`config.mk`:
```
export PLATFORM = sky130hd
export DESIGN_NAME = txl_launch_ctrl
export DESIGN_NICKNAME = d
export VERILOG_FILES = /design/src/txl_launch_ctrl.v /design/src/txl_crc16.v /design/src/txl_axil_slave.v
export VERILOG_INCLUDE_DIRS = /design/src
export SDC_FILE = /design/constraint.sdc
export NUM_CORES = 1
export LEC_CHECK = 0
export BUFFER_PORTS_ARGS = -buffer_cell sky130_fd_sc_hd__buf_2
export CAP_MARGIN = 20
export CORE_MARGIN = 3
export CORE_UTILIZATION = 59
export CTS_BUF_LIST = sky130_fd_sc_hd__clkbuf_4 sky130_fd_sc_hd__clkbuf_8
export CTS_CLUSTER_DIAMETER = 50
export DETAILED_ROUTE_END_ITERATION = 10
export GPL_TIMING_DRIVEN = 0
export PLACE_DENSITY = 0.83
export SYNTH_ARGS = -nofsm -noshare
export SYNTH_HDL_FRONTEND = slang
export SYNTH_SLANG_ARGS = --single-unit
```
`constraint.sdc`:
```
create_clock -name sys_clk -period 3.5 [get_ports sys_clk]
set_input_delay 0.175 -clock sys_clk [delete_from_list [all_inputs] [get_ports sys_clk]]
set_output_delay 0.175 -clock sys_clk [all_outputs]
set_load 0.01 [all_outputs]
```
`src/txl_map.vh`:
```
`ifndef TXL_MAP_VH
`define TXL_MAP_VH

// register indices, byte address is index times four
`define TXL_SYSTEM_CONTROL_IDX       8'h0D
`define TXL_SCHED_LO_IDX       8'h0A
`define TXL_ADDR_SYSTEM_CONTROL      (`TXL_SYSTEM_CONTROL_IDX << 2)
`define TXL_ADDR_SCHED_LO      (`TXL_SCHED_LO_IDX << 2)
`define TXL_ADDR_SCHED_HI      8'h40
`define TXL_ADDR_FRAME_LEN     8'h44
`define TXL_ADDR_STATUS        8'h48

// system control fields
`define TXL_BIT_SUPPRESS       0
`define TXL_BIT_LAUNCH         1
`define TXL_BIT_DEFER          2
`define TXL_CTRL_WR_MASK       32'h0000_0007
`define TXL_CTRL_RESET         32'h0000_0000
`define TXL_SCHED_RESET        40'h00_0000_0000
`define TXL_FRAME_LEN_RESET    32'h0000_0000

// low bits of the scheduled time left out of the compare
`define TXL_SCHED_IGNORE       9

// frame check
`define TXL_FCS_OCTETS         2
`define TXL_CRC_POLY_REFL      16'h8408
`define TXL_CRC_INIT           16'h0000

// bus responses
`define TXL_RESP_OKAY          2'b00
`define TXL_RESP_SLVERR        2'b10

`endif

```
`src/txl_launch_ctrl.v`:
```
`timescale 1ns/1ps
`include "txl_map.vh"

// Summary of operation
// - each command bit clears itself when the activity it asks for starts.
// - bit 0 chooses, for the next frame only, whether the frame check is left out.
// - without suppression a crc-16 (x^16+x^12+x^5+1) over fetched octets is appended as the last two.
// - without suppression length minus two octets are fetched, with it the full length.
// - the suppression bit clears when the launch is seen and transmission starts.
// - bit 1 while idle starts a frame at once unless the deferred bit is also set.
// - the launch bit clears when the frame actually starts.
// - a scheduled send waits for its time, then clears bits 2 and 1 as the frame starts.
// - the low 9 bits of the 40-bit scheduled time are left out of the compare.
// - a scheduled frame starts one cycle before the upper bits of the time base equal the scheduled time's, and is stamped when they do.
module txl_launch_ctrl
#(
   parameter ADDR_W = 8,
   parameter LEN_W  = 7,
   parameter BUF_AW = 7
)
(
   input  wire              sys_clk,
   input  wire              rst_n,
   input  wire [ADDR_W-1:0] s_axi_awaddr,
   input  wire              s_axi_awvalid,
   output wire              s_axi_awready,
   input  wire [31:0]       s_axi_wdata,
   input  wire [3:0]        s_axi_wstrb,
   input  wire              s_axi_wvalid,
   output wire              s_axi_wready,
   output wire [1:0]        s_axi_bresp,
   output wire              s_axi_bvalid,
   input  wire              s_axi_bready,
   input  wire [ADDR_W-1:0] s_axi_araddr,
   input  wire              s_axi_arvalid,
   output wire              s_axi_arready,
   output wire [31:0]       s_axi_rdata,
   output wire [1:0]        s_axi_rresp,
   output wire              s_axi_rvalid,
   input  wire              s_axi_rready,
   input  wire [39:0]       systemTimebase,
   output wire              bufRdEn,
   output wire [BUF_AW-1:0] bufRdAddr,
   input  wire [7:0]        bufRdData,
   output wire [7:0]        txData,
   output wire              txValid,
   output wire              txLast,
   input  wire              txReady,
   output wire              txStamp,
   output wire              txBusy
);

   localparam ST_IDLE  = 3'd0;
   localparam ST_DEFER = 3'd1;
   localparam ST_REQ   = 3'd2;
   localparam ST_LOAD  = 3'd3;
   localparam ST_SEND  = 3'd4;
   localparam ST_FCSL  = 3'd5;
   localparam ST_FCS1  = 3'd6;
   localparam ST_FCS2  = 3'd7;

   localparam [31:0] FCS_OCT = `TXL_FCS_OCTETS;
   localparam [31:0] LEN_RST = `TXL_FRAME_LEN_RESET;

   reg  [2:0]        state_ff;
   reg  [31:0]       systemControl_ff;
   reg  [39:0]       scheduledTime_ff;
   reg  [LEN_W-1:0]  frameLength_ff;
   reg               frameSuppress_ff;
   reg  [LEN_W-1:0]  remain_ff;
   reg  [BUF_AW-1:0] addr_ff;
   reg  [7:0]        outData_ff;
   reg               outValid_ff;
   reg               outLast_ff;
   reg               stamp_ff;
   reg  [31:0]       clrMask;
   reg  [31:0]       nxt_systemControl;
   reg  [31:0]       rdMux;
   reg               rdMiss;
   reg               wrMiss;
   reg  [LEN_W-1:0]  fetchLen;

   wire              wrEn;
   wire [ADDR_W-1:0] wrAddr;
   wire [31:0]       wrData;
   wire [3:0]        wrStrb;
   wire [ADDR_W-1:0] rdAddr;
   wire [31:0]       byteMask;
   wire [15:0]       crc;
   wire              launchCmd;
   wire              deferCmd;
   wire              suppressCmd;
   wire              timeMatch;
   wire [39:0]       nextTime;
   wire              startNow;
   wire              startDeferred;
   wire              frameStart;
   wire              crcEn;

   txl_axil_slave #(.ADDR_W(ADDR_W)) u_bus
   (
      .sys_clk       (sys_clk),
      .rst_n         (rst_n),
      .s_axi_awaddr  (s_axi_awaddr),
      .s_axi_awvalid (s_axi_awvalid),
      .s_axi_awready (s_axi_awready),
      .s_axi_wdata   (s_axi_wdata),
      .s_axi_wstrb   (s_axi_wstrb),
      .s_axi_wvalid  (s_axi_wvalid),
      .s_axi_wready  (s_axi_wready),
      .s_axi_bresp   (s_axi_bresp),
      .s_axi_bvalid  (s_axi_bvalid),
      .s_axi_bready  (s_axi_bready),
      .s_axi_araddr  (s_axi_araddr),
      .s_axi_arvalid (s_axi_arvalid),
      .s_axi_arready (s_axi_arready),
      .s_axi_rdata   (s_axi_rdata),
      .s_axi_rresp   (s_axi_rresp),
      .s_axi_rvalid  (s_axi_rvalid),
      .s_axi_rready  (s_axi_rready),
      .wrEn          (wrEn),
      .wrAddr        (wrAddr),
      .wrData        (wrData),
      .wrStrb        (wrStrb),
      .wrErr         (wrMiss),
      .rdAddr        (rdAddr),
      .rdData        (rdMux),
      .rdErr         (rdMiss)
   );

   txl_crc16 u_crc
   (
      .sys_clk (sys_clk),
      .rst_n   (rst_n),
      .clr     (frameStart),
      .en      (crcEn),
      .din     (bufRdData),
      .crc     (crc)
   );

   assign byteMask = {{8{wrStrb[3]}}, {8{wrStrb[2]}}, {8{wrStrb[1]}}, {8{wrStrb[0]}}};

   assign launchCmd   = systemControl_ff[`TXL_BIT_LAUNCH];
   assign deferCmd    = systemControl_ff[`TXL_BIT_DEFER];
   assign suppressCmd = systemControl_ff[`TXL_BIT_SUPPRESS];

   // upper bits only; one cycle early so the stamp lands on the scheduled time
   assign nextTime  = systemTimebase + 40'h00_0000_0001;
   assign timeMatch = nextTime[39:`TXL_SCHED_IGNORE] == scheduledTime_ff[39:`TXL_SCHED_IGNORE];

   // a launch seen outside idle simply waits in the register
   assign startNow      = (state_ff == ST_IDLE) && launchCmd && !deferCmd;
   assign startDeferred = (state_ff == ST_DEFER) && timeMatch;
   assign frameStart    = startNow || startDeferred;
   assign crcEn         = (state_ff == ST_LOAD) && !frameSuppress_ff;

   assign bufRdEn   = (state_ff == ST_REQ);
   assign bufRdAddr = addr_ff;
   assign txData    = outData_ff;
   assign txValid   = outValid_ff;
   assign txLast    = outLast_ff;
   assign txStamp   = stamp_ff;
   assign txBusy    = (state_ff != ST_IDLE);

   // octets taken from the buffer for this launch
   always @*
   begin
      if (suppressCmd)
      begin
         fetchLen = frameLength_ff;
      end
      else if (frameLength_ff > `TXL_FCS_OCTETS)
      begin
         fetchLen = frameLength_ff - FCS_OCT[LEN_W-1:0];
      end
      else
      begin
         fetchLen = {LEN_W{1'b0}};
      end
   end

   // hardware clears, a same-cycle write wins
   always @*
   begin
      clrMask = 32'h0000_0000;
      if (frameStart)
      begin
         clrMask[`TXL_BIT_LAUNCH]   = 1'b1;
         clrMask[`TXL_BIT_SUPPRESS] = 1'b1;
         clrMask[`TXL_BIT_DEFER]    = 1'b1;
      end
      nxt_systemControl = systemControl_ff & ~clrMask;
      if (wrEn && (wrAddr == `TXL_ADDR_SYSTEM_CONTROL))
      begin
         nxt_systemControl = (nxt_systemControl & ~byteMask) | (wrData & byteMask & `TXL_CTRL_WR_MASK);
      end
   end

   always @*
   begin
      wrMiss = 1'b0;
      case (wrAddr)
         `TXL_ADDR_SYSTEM_CONTROL,
         `TXL_ADDR_SCHED_LO,
         `TXL_ADDR_SCHED_HI,
         `TXL_ADDR_FRAME_LEN : wrMiss = 1'b0;
         default             : wrMiss = 1'b1;
      endcase
   end

   always @*
   begin
      rdMux  = 32'h0000_0000;
      rdMiss = 1'b0;
      case (rdAddr)
         `TXL_ADDR_SYSTEM_CONTROL  : rdMux = systemControl_ff;
         `TXL_ADDR_SCHED_LO  : rdMux = scheduledTime_ff[31:0];
         `TXL_ADDR_SCHED_HI  : rdMux = {24'h00_0000, scheduledTime_ff[39:32]};
         `TXL_ADDR_FRAME_LEN : rdMux = {{(32-LEN_W){1'b0}}, frameLength_ff};
         `TXL_ADDR_STATUS    : rdMux = {27'h000_0000, frameSuppress_ff, txBusy, state_ff};
         default             : rdMiss = 1'b1;
      endcase
   end

   // register writes
   always @(posedge sys_clk or negedge rst_n)
   begin
      if (!rst_n)
      begin
         systemControl_ff <= `TXL_CTRL_RESET;
         scheduledTime_ff <= `TXL_SCHED_RESET;
         frameLength_ff   <= LEN_RST[LEN_W-1:0];
      end
      else
      begin
         systemControl_ff <= nxt_systemControl;
         if (wrEn && (wrAddr == `TXL_ADDR_SCHED_LO))
         begin
            scheduledTime_ff[31:0] <= (scheduledTime_ff[31:0] & ~byteMask) | (wrData & byteMask);
         end
         if (wrEn && (wrAddr == `TXL_ADDR_SCHED_HI) && wrStrb[0])
         begin
            scheduledTime_ff[39:32] <= wrData[7:0];
         end
         if (wrEn && (wrAddr == `TXL_ADDR_FRAME_LEN) && wrStrb[0])
         begin
            frameLength_ff <= wrData[LEN_W-1:0];
         end
      end
   end

   // frame sequencer
   always @(posedge sys_clk or negedge rst_n)
   begin
      if (!rst_n)
      begin
         state_ff         <= ST_IDLE;
         frameSuppress_ff <= 1'b0;
         remain_ff        <= {LEN_W{1'b0}};
         addr_ff          <= {BUF_AW{1'b0}};
         outData_ff       <= 8'h00;
         outValid_ff      <= 1'b0;
         outLast_ff       <= 1'b0;
         stamp_ff         <= 1'b0;
      end
      else
      begin
         stamp_ff <= frameStart;
         if (frameStart)
         begin
            frameSuppress_ff <= suppressCmd;
            remain_ff        <= fetchLen;
            addr_ff          <= {BUF_AW{1'b0}};
            if (fetchLen != {LEN_W{1'b0}})
            begin
               state_ff <= ST_REQ;
            end
            else if (!suppressCmd)
            begin
               state_ff <= ST_FCSL;
            end
            else
            begin
               state_ff <= ST_IDLE;
            end
         end
         else
         begin
            case (state_ff)
               ST_IDLE :
               begin
                  if (launchCmd && deferCmd)
                  begin
                     state_ff <= ST_DEFER;
                  end
               end
               ST_DEFER :
               begin
                  state_ff <= ST_DEFER;
               end
               ST_REQ :
               begin
                  state_ff <= ST_LOAD;
               end
               ST_LOAD :
               begin
                  outData_ff  <= bufRdData;
                  outValid_ff <= 1'b1;
                  outLast_ff  <= frameSuppress_ff && (remain_ff == {{(LEN_W-1){1'b0}}, 1'b1});
                  remain_ff   <= remain_ff - {{(LEN_W-1){1'b0}}, 1'b1};
                  addr_ff     <= addr_ff + {{(BUF_AW-1){1'b0}}, 1'b1};
                  state_ff    <= ST_SEND;
               end
               ST_SEND :
               begin
                  if (txReady)
                  begin
                     outValid_ff <= 1'b0;
                     outLast_ff  <= 1'b0;
                     if (remain_ff != {LEN_W{1'b0}})
                     begin
                        state_ff <= ST_REQ;
                     end
                     else if (!frameSuppress_ff)
                     begin
                        state_ff <= ST_FCSL;
                     end
                     else
                     begin
                        state_ff <= ST_IDLE;
                     end
                  end
               end
               ST_FCSL :
               begin
                  outData_ff  <= crc[7:0];
                  outValid_ff <= 1'b1;
                  outLast_ff  <= 1'b0;
                  state_ff    <= ST_FCS1;
               end
               ST_FCS1 :
               begin
                  if (txReady)
                  begin
                     outData_ff <= crc[15:8];
                     outLast_ff <= 1'b1;
                     state_ff   <= ST_FCS2;
                  end
               end
               ST_FCS2 :
               begin
                  if (txReady)
                  begin
                     outValid_ff <= 1'b0;
                     outLast_ff  <= 1'b0;
                     state_ff    <= ST_IDLE;
                  end
               end
               default :
               begin
                  state_ff <= ST_IDLE;
               end
            endcase
         end
      end
   end

endmodule

```
`src/txl_crc16.v`:
```
`timescale 1ns/1ps
`include "txl_map.vh"

module txl_crc16
(
   input  wire        sys_clk,
   input  wire        rst_n,
   input  wire        clr,
   input  wire        en,
   input  wire [7:0]  din,
   output wire [15:0] crc
);

   reg  [15:0] crc_ff;
   reg  [15:0] nxt_crc;
   reg         fb;
   integer     i;

   // lsb-first crc, x^16+x^12+x^5+1
   always @*
   begin
      nxt_crc = crc_ff;
      fb      = 1'b0;
      for (i = 0; i < 8; i = i + 1)
      begin
         fb      = nxt_crc[0] ^ din[i];
         nxt_crc = {1'b0, nxt_crc[15:1]};
         if (fb)
         begin
            nxt_crc = nxt_crc ^ `TXL_CRC_POLY_REFL;
         end
      end
   end

   always @(posedge sys_clk or negedge rst_n)
   begin
      if (!rst_n)
      begin
         crc_ff <= `TXL_CRC_INIT;
      end
      else if (clr)
      begin
         crc_ff <= `TXL_CRC_INIT;
      end
      else if (en)
      begin
         crc_ff <= nxt_crc;
      end
   end

   assign crc = crc_ff;

endmodule

```
`src/txl_axil_slave.v`:
```
`timescale 1ns/1ps
`include "txl_map.vh"

module txl_axil_slave
#(
   parameter ADDR_W = 8
)
(
   input  wire              sys_clk,
   input  wire              rst_n,
   input  wire [ADDR_W-1:0] s_axi_awaddr,
   input  wire              s_axi_awvalid,
   output wire              s_axi_awready,
   input  wire [31:0]       s_axi_wdata,
   input  wire [3:0]        s_axi_wstrb,
   input  wire              s_axi_wvalid,
   output wire              s_axi_wready,
   output wire [1:0]        s_axi_bresp,
   output wire              s_axi_bvalid,
   input  wire              s_axi_bready,
   input  wire [ADDR_W-1:0] s_axi_araddr,
   input  wire              s_axi_arvalid,
   output wire              s_axi_arready,
   output wire [31:0]       s_axi_rdata,
   output wire [1:0]        s_axi_rresp,
   output wire              s_axi_rvalid,
   input  wire              s_axi_rready,
   output wire              wrEn,
   output wire [ADDR_W-1:0] wrAddr,
   output wire [31:0]       wrData,
   output wire [3:0]        wrStrb,
   input  wire              wrErr,
   output wire [ADDR_W-1:0] rdAddr,
   input  wire [31:0]       rdData,
   input  wire              rdErr
);

   reg              awHeld_ff;
   reg [ADDR_W-1:0] awAddr_ff;
   reg              wHeld_ff;
   reg [31:0]       wData_ff;
   reg [3:0]        wStrb_ff;
   reg              bValid_ff;
   reg [1:0]        bResp_ff;
   reg              rValid_ff;
   reg [31:0]       rData_ff;
   reg [1:0]        rResp_ff;

   assign s_axi_awready = !awHeld_ff && !bValid_ff;
   assign s_axi_wready  = !wHeld_ff && !bValid_ff;
   assign s_axi_arready = !rValid_ff;
   assign wrEn          = awHeld_ff && wHeld_ff && !bValid_ff;
   assign wrAddr        = awAddr_ff;
   assign wrData        = wData_ff;
   assign wrStrb        = wStrb_ff;
   assign rdAddr        = s_axi_araddr;
   assign s_axi_bvalid  = bValid_ff;
   assign s_axi_bresp   = bResp_ff;
   assign s_axi_rvalid  = rValid_ff;
   assign s_axi_rdata   = rData_ff;
   assign s_axi_rresp   = rResp_ff;

   always @(posedge sys_clk or negedge rst_n)
   begin
      if (!rst_n)
      begin
         awHeld_ff <= 1'b0;
         awAddr_ff <= {ADDR_W{1'b0}};
         wHeld_ff  <= 1'b0;
         wData_ff  <= 32'h0000_0000;
         wStrb_ff  <= 4'h0;
         bValid_ff <= 1'b0;
         bResp_ff  <= `TXL_RESP_OKAY;
         rValid_ff <= 1'b0;
         rData_ff  <= 32'h0000_0000;
         rResp_ff  <= `TXL_RESP_OKAY;
      end
      else
      begin
         if (s_axi_awvalid && s_axi_awready)
         begin
            awHeld_ff <= 1'b1;
            awAddr_ff <= s_axi_awaddr;
         end
         if (s_axi_wvalid && s_axi_wready)
         begin
            wHeld_ff <= 1'b1;
            wData_ff <= s_axi_wdata;
            wStrb_ff <= s_axi_wstrb;
         end
         if (wrEn)
         begin
            awHeld_ff <= 1'b0;
            wHeld_ff  <= 1'b0;
            bValid_ff <= 1'b1;
            bResp_ff  <= wrErr ? `TXL_RESP_SLVERR : `TXL_RESP_OKAY;
         end
         else if (bValid_ff && s_axi_bready)
         begin
            bValid_ff <= 1'b0;
         end
         if (s_axi_arvalid && s_axi_arready)
         begin
            rValid_ff <= 1'b1;
            rData_ff  <= rdData;
            rResp_ff  <= rdErr ? `TXL_RESP_SLVERR : `TXL_RESP_OKAY;
         end
         else if (rValid_ff && s_axi_rready)
         begin
            rValid_ff <= 1'b0;
         end
      end
   end

endmodule

```
## Yosys cells after proc, flatten, opt, wreduce, memory -nomap -nowiden

Cells that the tools add are included.

| word-level totals | value |
|---|---|
| register bits after elaboration | 208 |
| input bits | 108 |
| output and inout port bits | 61 |
| logic and storage cells | 171 |

| cells by class | value |
|---|---|
| add/subtract/negate cells | 4 |
| $lt $le $gt $ge | 1 |
| eq/ne operators | 24 |
| muxes and demuxes | 45 |
| bitwise logic cells | 25 |
| reduce and logical (&&, ||, !) cells | 49 |

Operators with widths:

| operator | number |
|---|---|
| $mux 16 | 10 |
| $pmux 32 s5 | 1 |
| $and 32x32->32 | 4 |
| $mux 7 | 6 |
| $add 40x1->40 const B | 1 |
| $eq 8x7->1 const B | 5 |
| $eq 8x6->1 const B | 4 |
| $mux 32 | 1 |
| $not 3->32 | 1 |
| $not 32->32 | 1 |
| $or 32x3->32 | 1 |
| $or 32x32->32 | 1 |
| $eq 31x31->1 | 1 |
| $mux 3 | 10 |
| $not 2->3 | 8 |
| $pmux 3 s8 | 1 |
| $pmux 8 s3 | 1 |
| $logic_and 1x1->1 | 21 |
| $reduce_bool 2->1 | 7 |
| $reduce_bool 7->1 | 2 |
| $eq 3x3->1 const B | 4 |
| $mux 1 | 10 |
| $ne 3x3->1 const B | 3 |
| $mux 8 | 1 |
| other kinds (25) | 43 |

## Logic depth before layout (Yosys ltp)

| depth | value |
|---|---|
| depth after elaboration | 18 |
| gate-level depth with buffers | 13 |

## Modules after synthesis

From an unflattened synthesis, not the netlist that was laid out.

| second synthesis, totals | value |
|---|---|
| cells, all modules | 961 |
| area, all modules | 10909.2 um^2 |

By module, submodules not included:

| module | times used | cells an instance | area an instance (um^2) | seq. area each (um^2) |
|---|---|---|---|---|
| txl_launch_ctrl | 1 | 687 | 6528.8 | 2702.6 |
| txl_axil_slave | 1 | 195 | 3329.4 | 2052.0 |
| txl_crc16 | 1 | 79 | 1051.0 | 400.4 |

## Worst setup path before layout

Ideal clock, no wire load.

| path | value |
|---|---|
| path kind | reg-to-reg |
| start point | register scheduledTime_ff[33] |
| end point | register frameSuppress_ff |
| library setup time | 0.128 ns |
| arrival | 2.821 ns |
| required time | 3.372 ns |
| slack | 0.551 ns |
| stages on the path, launching flop included | 12 |
| path buffers | 2 |
| cells stage by stage | dfrtp_1 xnor2_1 or4_1 a2111oi_2 o21ai_1 a2111oi_2 nand4_1 o21a_1 buf_6 clkinv_2 buf_8 mux2_1 |

| between the ends | value |
|---|---|
| longest elaborated chain between the ends | 3 |

Ends and longest elaborated chain:

| element | RTL line | text |
|---|---|---|
| from (decl) | txl_launch_ctrl.v:67 | `reg [39:0] scheduledTime_ff;` |
| from (signal assigned) | txl_launch_ctrl.v:231 | `` scheduledTime_ff <= `TXL_SCHED_RESET; `` |
| from (signal assigned) | txl_launch_ctrl.v:243 | `scheduledTime_ff[39:32] <= wrData[7:0];` |
| $eq 31x31->1 | txl_launch_ctrl.v:149 | `` assign timeMatch = nextTime[39:`TXL_SCHED_IGNORE] == scheduledTime_ff[39:`TXL_SCHED_IGNORE]; `` |
| $logic_and 1x1->1 | txl_launch_ctrl.v:153 | `assign startDeferred = (state_ff == ST_DEFER) && timeMatch;` |
| $logic_or 1x1->1 | txl_launch_ctrl.v:154 | `assign frameStart = startNow \|\| startDeferred;` |
| to (signal assigned) | txl_launch_ctrl.v:271 | `frameSuppress_ff <= suppressCmd;` |
| to (decl) | txl_launch_ctrl.v:69 | `reg frameSuppress_ff;` |

Every way passes these cells.
A chain may end at the register's enable or synchronous reset.

## Final worst setup path

Ends and elaborated chain as after synthesis.

==> metrics.txt <==
class of the most critical hold timing path=input pin to flip-flop; detailed placement HPWL=19.3 mm; std cell rows=47; worst vdd ir=~0.53 mV; average routed wire per standard cell=19.0 um; worst-path maximum fanout=10; number of maximum-capacitance violations=0; startpoint type of the worst setup path=flip-flop; worst slew pin tran=roughly 1.2 ns; per-cell via count in the routed design=5.94; number of input and output port buffers inserted=163; number of standard cells in the final layout excluding fillers=1476; number of global-route vias before repair=8824; mean post-synth cell area=10.5 um2; Final Power=8.64 mW; Async SR Flop Fraction=100%; combinational family with the most area after synthesis=simple AND/OR/NAND/NOR gates; final critical-path share of the clock period=94.7%; detailed-route via count=~8800; count of endpoints failing setup in the final report=0; unrepaired setup endpoints after global routing=false; 1st-iter DRT viols=632; critical path class=flip-flop to flip-flop; proportion of synthesized chip area in sequential cells=50.2%; critical path required time=3.91 ns; mux cell area share after synthesis=11.1%; internal power of the cells=5.62 mW; number of buffers created by CTS=36; combinational share of power=31.8%; clock network fraction of total power=26.5%; switching power share of the total=approximately a third; starting density of the core=61.0%; CTS Buffer Depth=3; I/O pin total=around 170; Post-Synthesis Cells=975; Fmax=302 MHz; run status=complete, no violations; layout cell share with drive strength beyond 1=about 27%; CP arrival=3.72 ns; total number of clock tree sinks=~210; final worst path period need=around 3.3 ns; total die area=0.0190 mm2; setup repair bufs after CTS=0; total routing usage reported by global routing=29.4%; PwrDens=680 mW/mm2; worst setup path startpoint=scheduledTime_ff[33]$_DFFE_PN0P_; total leakage power=5.82 nW; antenna violation net count after detailed routing=0; clock transition at the register clock pins on the worst setup and hold paths after CTS=0.06 ns; number of remaining DRC errors=0; setup tns final=0 ns; clock latency on the worst-skew pair=0.52 ns; clk_skew=approximately 0.017 ns; Unique masters post-synth=67; Worst Hold Launch=bufRdData[5]; sequential cell fraction of total power=between 40% and 50%; launch instance of the worst register-to-register path=scheduledTime_ff[33]$_DFFE_PN0P_; simple-gate portion of the synthesized area=17.8%; TritonCTS clock tree=done; final-report max-slew violation count=0; TritonRoute pass-1 iters=5; chip width=138 um; Area Overhead vs Synth=23.7%; overflow left after global routing=0; Total Nets Final=1344; synthesized-area fraction occupied by xor and xnor cells=6.65%; power spent charging and discharging nets=approximately 3 mW; last weighted congestion value of the routability-driven placer=0.950; number of placed cells counting well taps=1361; number of levels the H-tree was split into=2; die height=around 140 um; dominant register cell in the synthesized netlist=sky130_fd_sc_hd__dfrtp_1; Yosys warnings=0; placeable core area=around 0.017 mm2; root buffer selected by CTS=sky130_fd_sc_hd__clkbuf_8; wirelength, routed=28.0 mm; type of destination of the critical path=flip-flop; Post-Synth Adder-Cell Area=less than 1%; synthesized cell area=0.0103 mm2; synthesis-stage register bit count=206; Slew headroom=22.4%; maximum number of pins on one net before global-route repair=~120; number of flops mapped to enable cells by yosys=0; antenna violations before repair=4; wire length of the first global-routing pass=44.0 mm; synthesized-area fraction occupied by ao, oa, aoi and oai cells=11.1%; number of hold-slack violations in the final timing report=0
==> repair_timing <==
action                                  CTS  global route
resized for setup                         0             1
endpoints found under the hold margin   140             0
endpoints found under the setup margin    0             1
hold buffers                             52             0
==> cells in the mapped netlist, drive strengths merged, types with 2 or more instances <==
master,n,area [um2]
or3,7,43.8
a31oi,8,50.1
nor4b,4,41.3
and4b,2,20.0
xor2,32,280
buf,8,67.6
dfrtp,206,5150
mux2i,9,90.1
nor2,111,417
a211oi,8,60.1
a2111oi,2,30.0
nand3,22,123
o31ai,7,52.6
or4b,2,20.0
nand3b,3,22.5
nor2b,11,68.8
o221ai,5,43.8
a21o,4,30.0
and2,28,175
a21oi,30,150
nor3,20,100
a311oi,2,17.5
nor3b,5,37.5
and3b,3,26.3
mux2,93,1050
o21ai,39,195
a22o,3,26.3
nand4,16,106
o22ai,11,68.8
nand2b,10,62.6
or4,8,60.1
xnor2,46,403
a22oi,6,45.0
inv,16,60.1
a221oi,28,245
nor4,20,138
clkbuf,38,143
and4,5,43.8
and3,8,50.1
a41oi,2,17.5
nand2,67,251
ha,4,50.1
==> through the flow <==
step / hold WS, ns / setup WS [ns] / instance area (um2) / util (%)
after CTS: 0.0260 / 0.168 / 12700 / 75.4
after floorplan: -0.121 / 0.551 / 10300 / -
final: 0.0508 / 0.187 / 12700 / 75.5
after global routing: 0.0330 / 0.0315 / 12700 / 75.5
after detailed placement: 0.224 / 0.000719 / 11400 / 67.9
after global placement: 0.355 / -1.11 / 11400 / 67.6
==> critical path: stages (launching register included) <==
cell,delay [ns]
sky130_fd_sc_hd__dfrtp_1,0.46
sky130_fd_sc_hd__xnor2_2,0.19
sky130_fd_sc_hd__or4_1,0.54
sky130_fd_sc_hd__a2111oi_2,0.37
sky130_fd_sc_hd__o21ai_1,0.14
sky130_fd_sc_hd__a2111oi_2,0.42
sky130_fd_sc_hd__nand4_1,0.19
sky130_fd_sc_hd__o21a_1,0.25
sky130_fd_sc_hd__buf_6,0.14
sky130_fd_sc_hd__clkinv_2,0.06
sky130_fd_sc_hd__buf_8,0.14
sky130_fd_sc_hd__mux2_1,0.32
==> routing by layer <==
| layer | up-vias | part of all wire, % | GRT usage [%] |
|---|---|---|---|
| li1 | 4039 | - | - |
| met1 | 4325 | 42 | 39.3 |
| met2 | 340 | 48 | 47.4 |
| met3 | 60 | 7.1 | 6.31 |
| met4 | 4 | 2.8 | 11.4 |
| met5 | - | 0.12 | 0 |
==> final timing paths <==
path / depth (start not counted) / slack (ns) / to
worst min-delay path: 3 / 0.05 / txData[5]$_DFFE_PN0P_
worst max register to register: 11 / 0.19 / frameSuppress_ff$_DFFE_PN0N_
min in group asynchronous: 2 / 0.23 / txData[5]$_DFFE_PN0P_
worst max-delay path: 11 / 0.19 / frameSuppress_ff$_DFFE_PN0N_
worst min register to register: 2 / 0.47 / txData[7]$_DFFE_PN0P_
max in group asynchronous: 3 / 2.25 / systemControl_ff[9]$_DFFE_PN0P_
==> cell usage in the layout, fill, tap and decap left out, types with 15 or more instances in the layout <==
cell type                         n
sky130_fd_sc_hd__a21oi_1         30
sky130_fd_sc_hd__a221oi_1        28
sky130_fd_sc_hd__and2_1          28
sky130_fd_sc_hd__buf_2          166
sky130_fd_sc_hd__clkbuf_1        38
sky130_fd_sc_hd__clkbuf_8        44
sky130_fd_sc_hd__dfrtp_1        206
sky130_fd_sc_hd__dlygate4sd3_1   52
sky130_fd_sc_hd__inv_1           16
sky130_fd_sc_hd__mux2_2          92
sky130_fd_sc_hd__nand2_1         67
sky130_fd_sc_hd__nand3_1         21
sky130_fd_sc_hd__nand4_1         15
sky130_fd_sc_hd__nor2_1         111
sky130_fd_sc_hd__nor3_1          20
sky130_fd_sc_hd__nor4_1          17
sky130_fd_sc_hd__o21ai_0         37
sky130_fd_sc_hd__xnor2_1         45
sky130_fd_sc_hd__xor2_1          32
==> power by group through the flow <==
stage	Combinational (mW)	Sequential (mW)	Clock, mW
after floorplan	1.87	3.53	0
after global placement	2.56	3.57	0
after detailed placement	2.65	3.61	0
after CTS	2.72	3.58	2.32
after global routing	3.04	3.68	2.43
final	2.74	3.60	2.29
==> cells by family (layout without fill, tap and decap cells) <==
| group | after synthesis | count (layout) |
|---|---|---|
| compound gates | 167 | 167 |
| other cells | 1 | 3 |
| mux | 102 | 102 |
| buf+inv | 63 | 342 |
| fa+ha+maj | 4 | 4 |
| xor+xnor | 78 | 78 |
| simple gates | 354 | 354 |
| flops | 206 | 206 |
==> cell type report <==
class / instances / area, um2
repair buffers: 218 / 1390
fillers: 1172 / 4120
plain buffers: 46 / 210
multi-input cells: 707 / 4860
clock buffers: 54 / 681
clock inverters: 7 / 67.6
flip-flops and latches: 206 / 5150
well taps: 220 / 275
diodes: 1 / 2.50
inverters: 17 / 65.1
No activity file was read; power rests on OpenSTA's default activity.
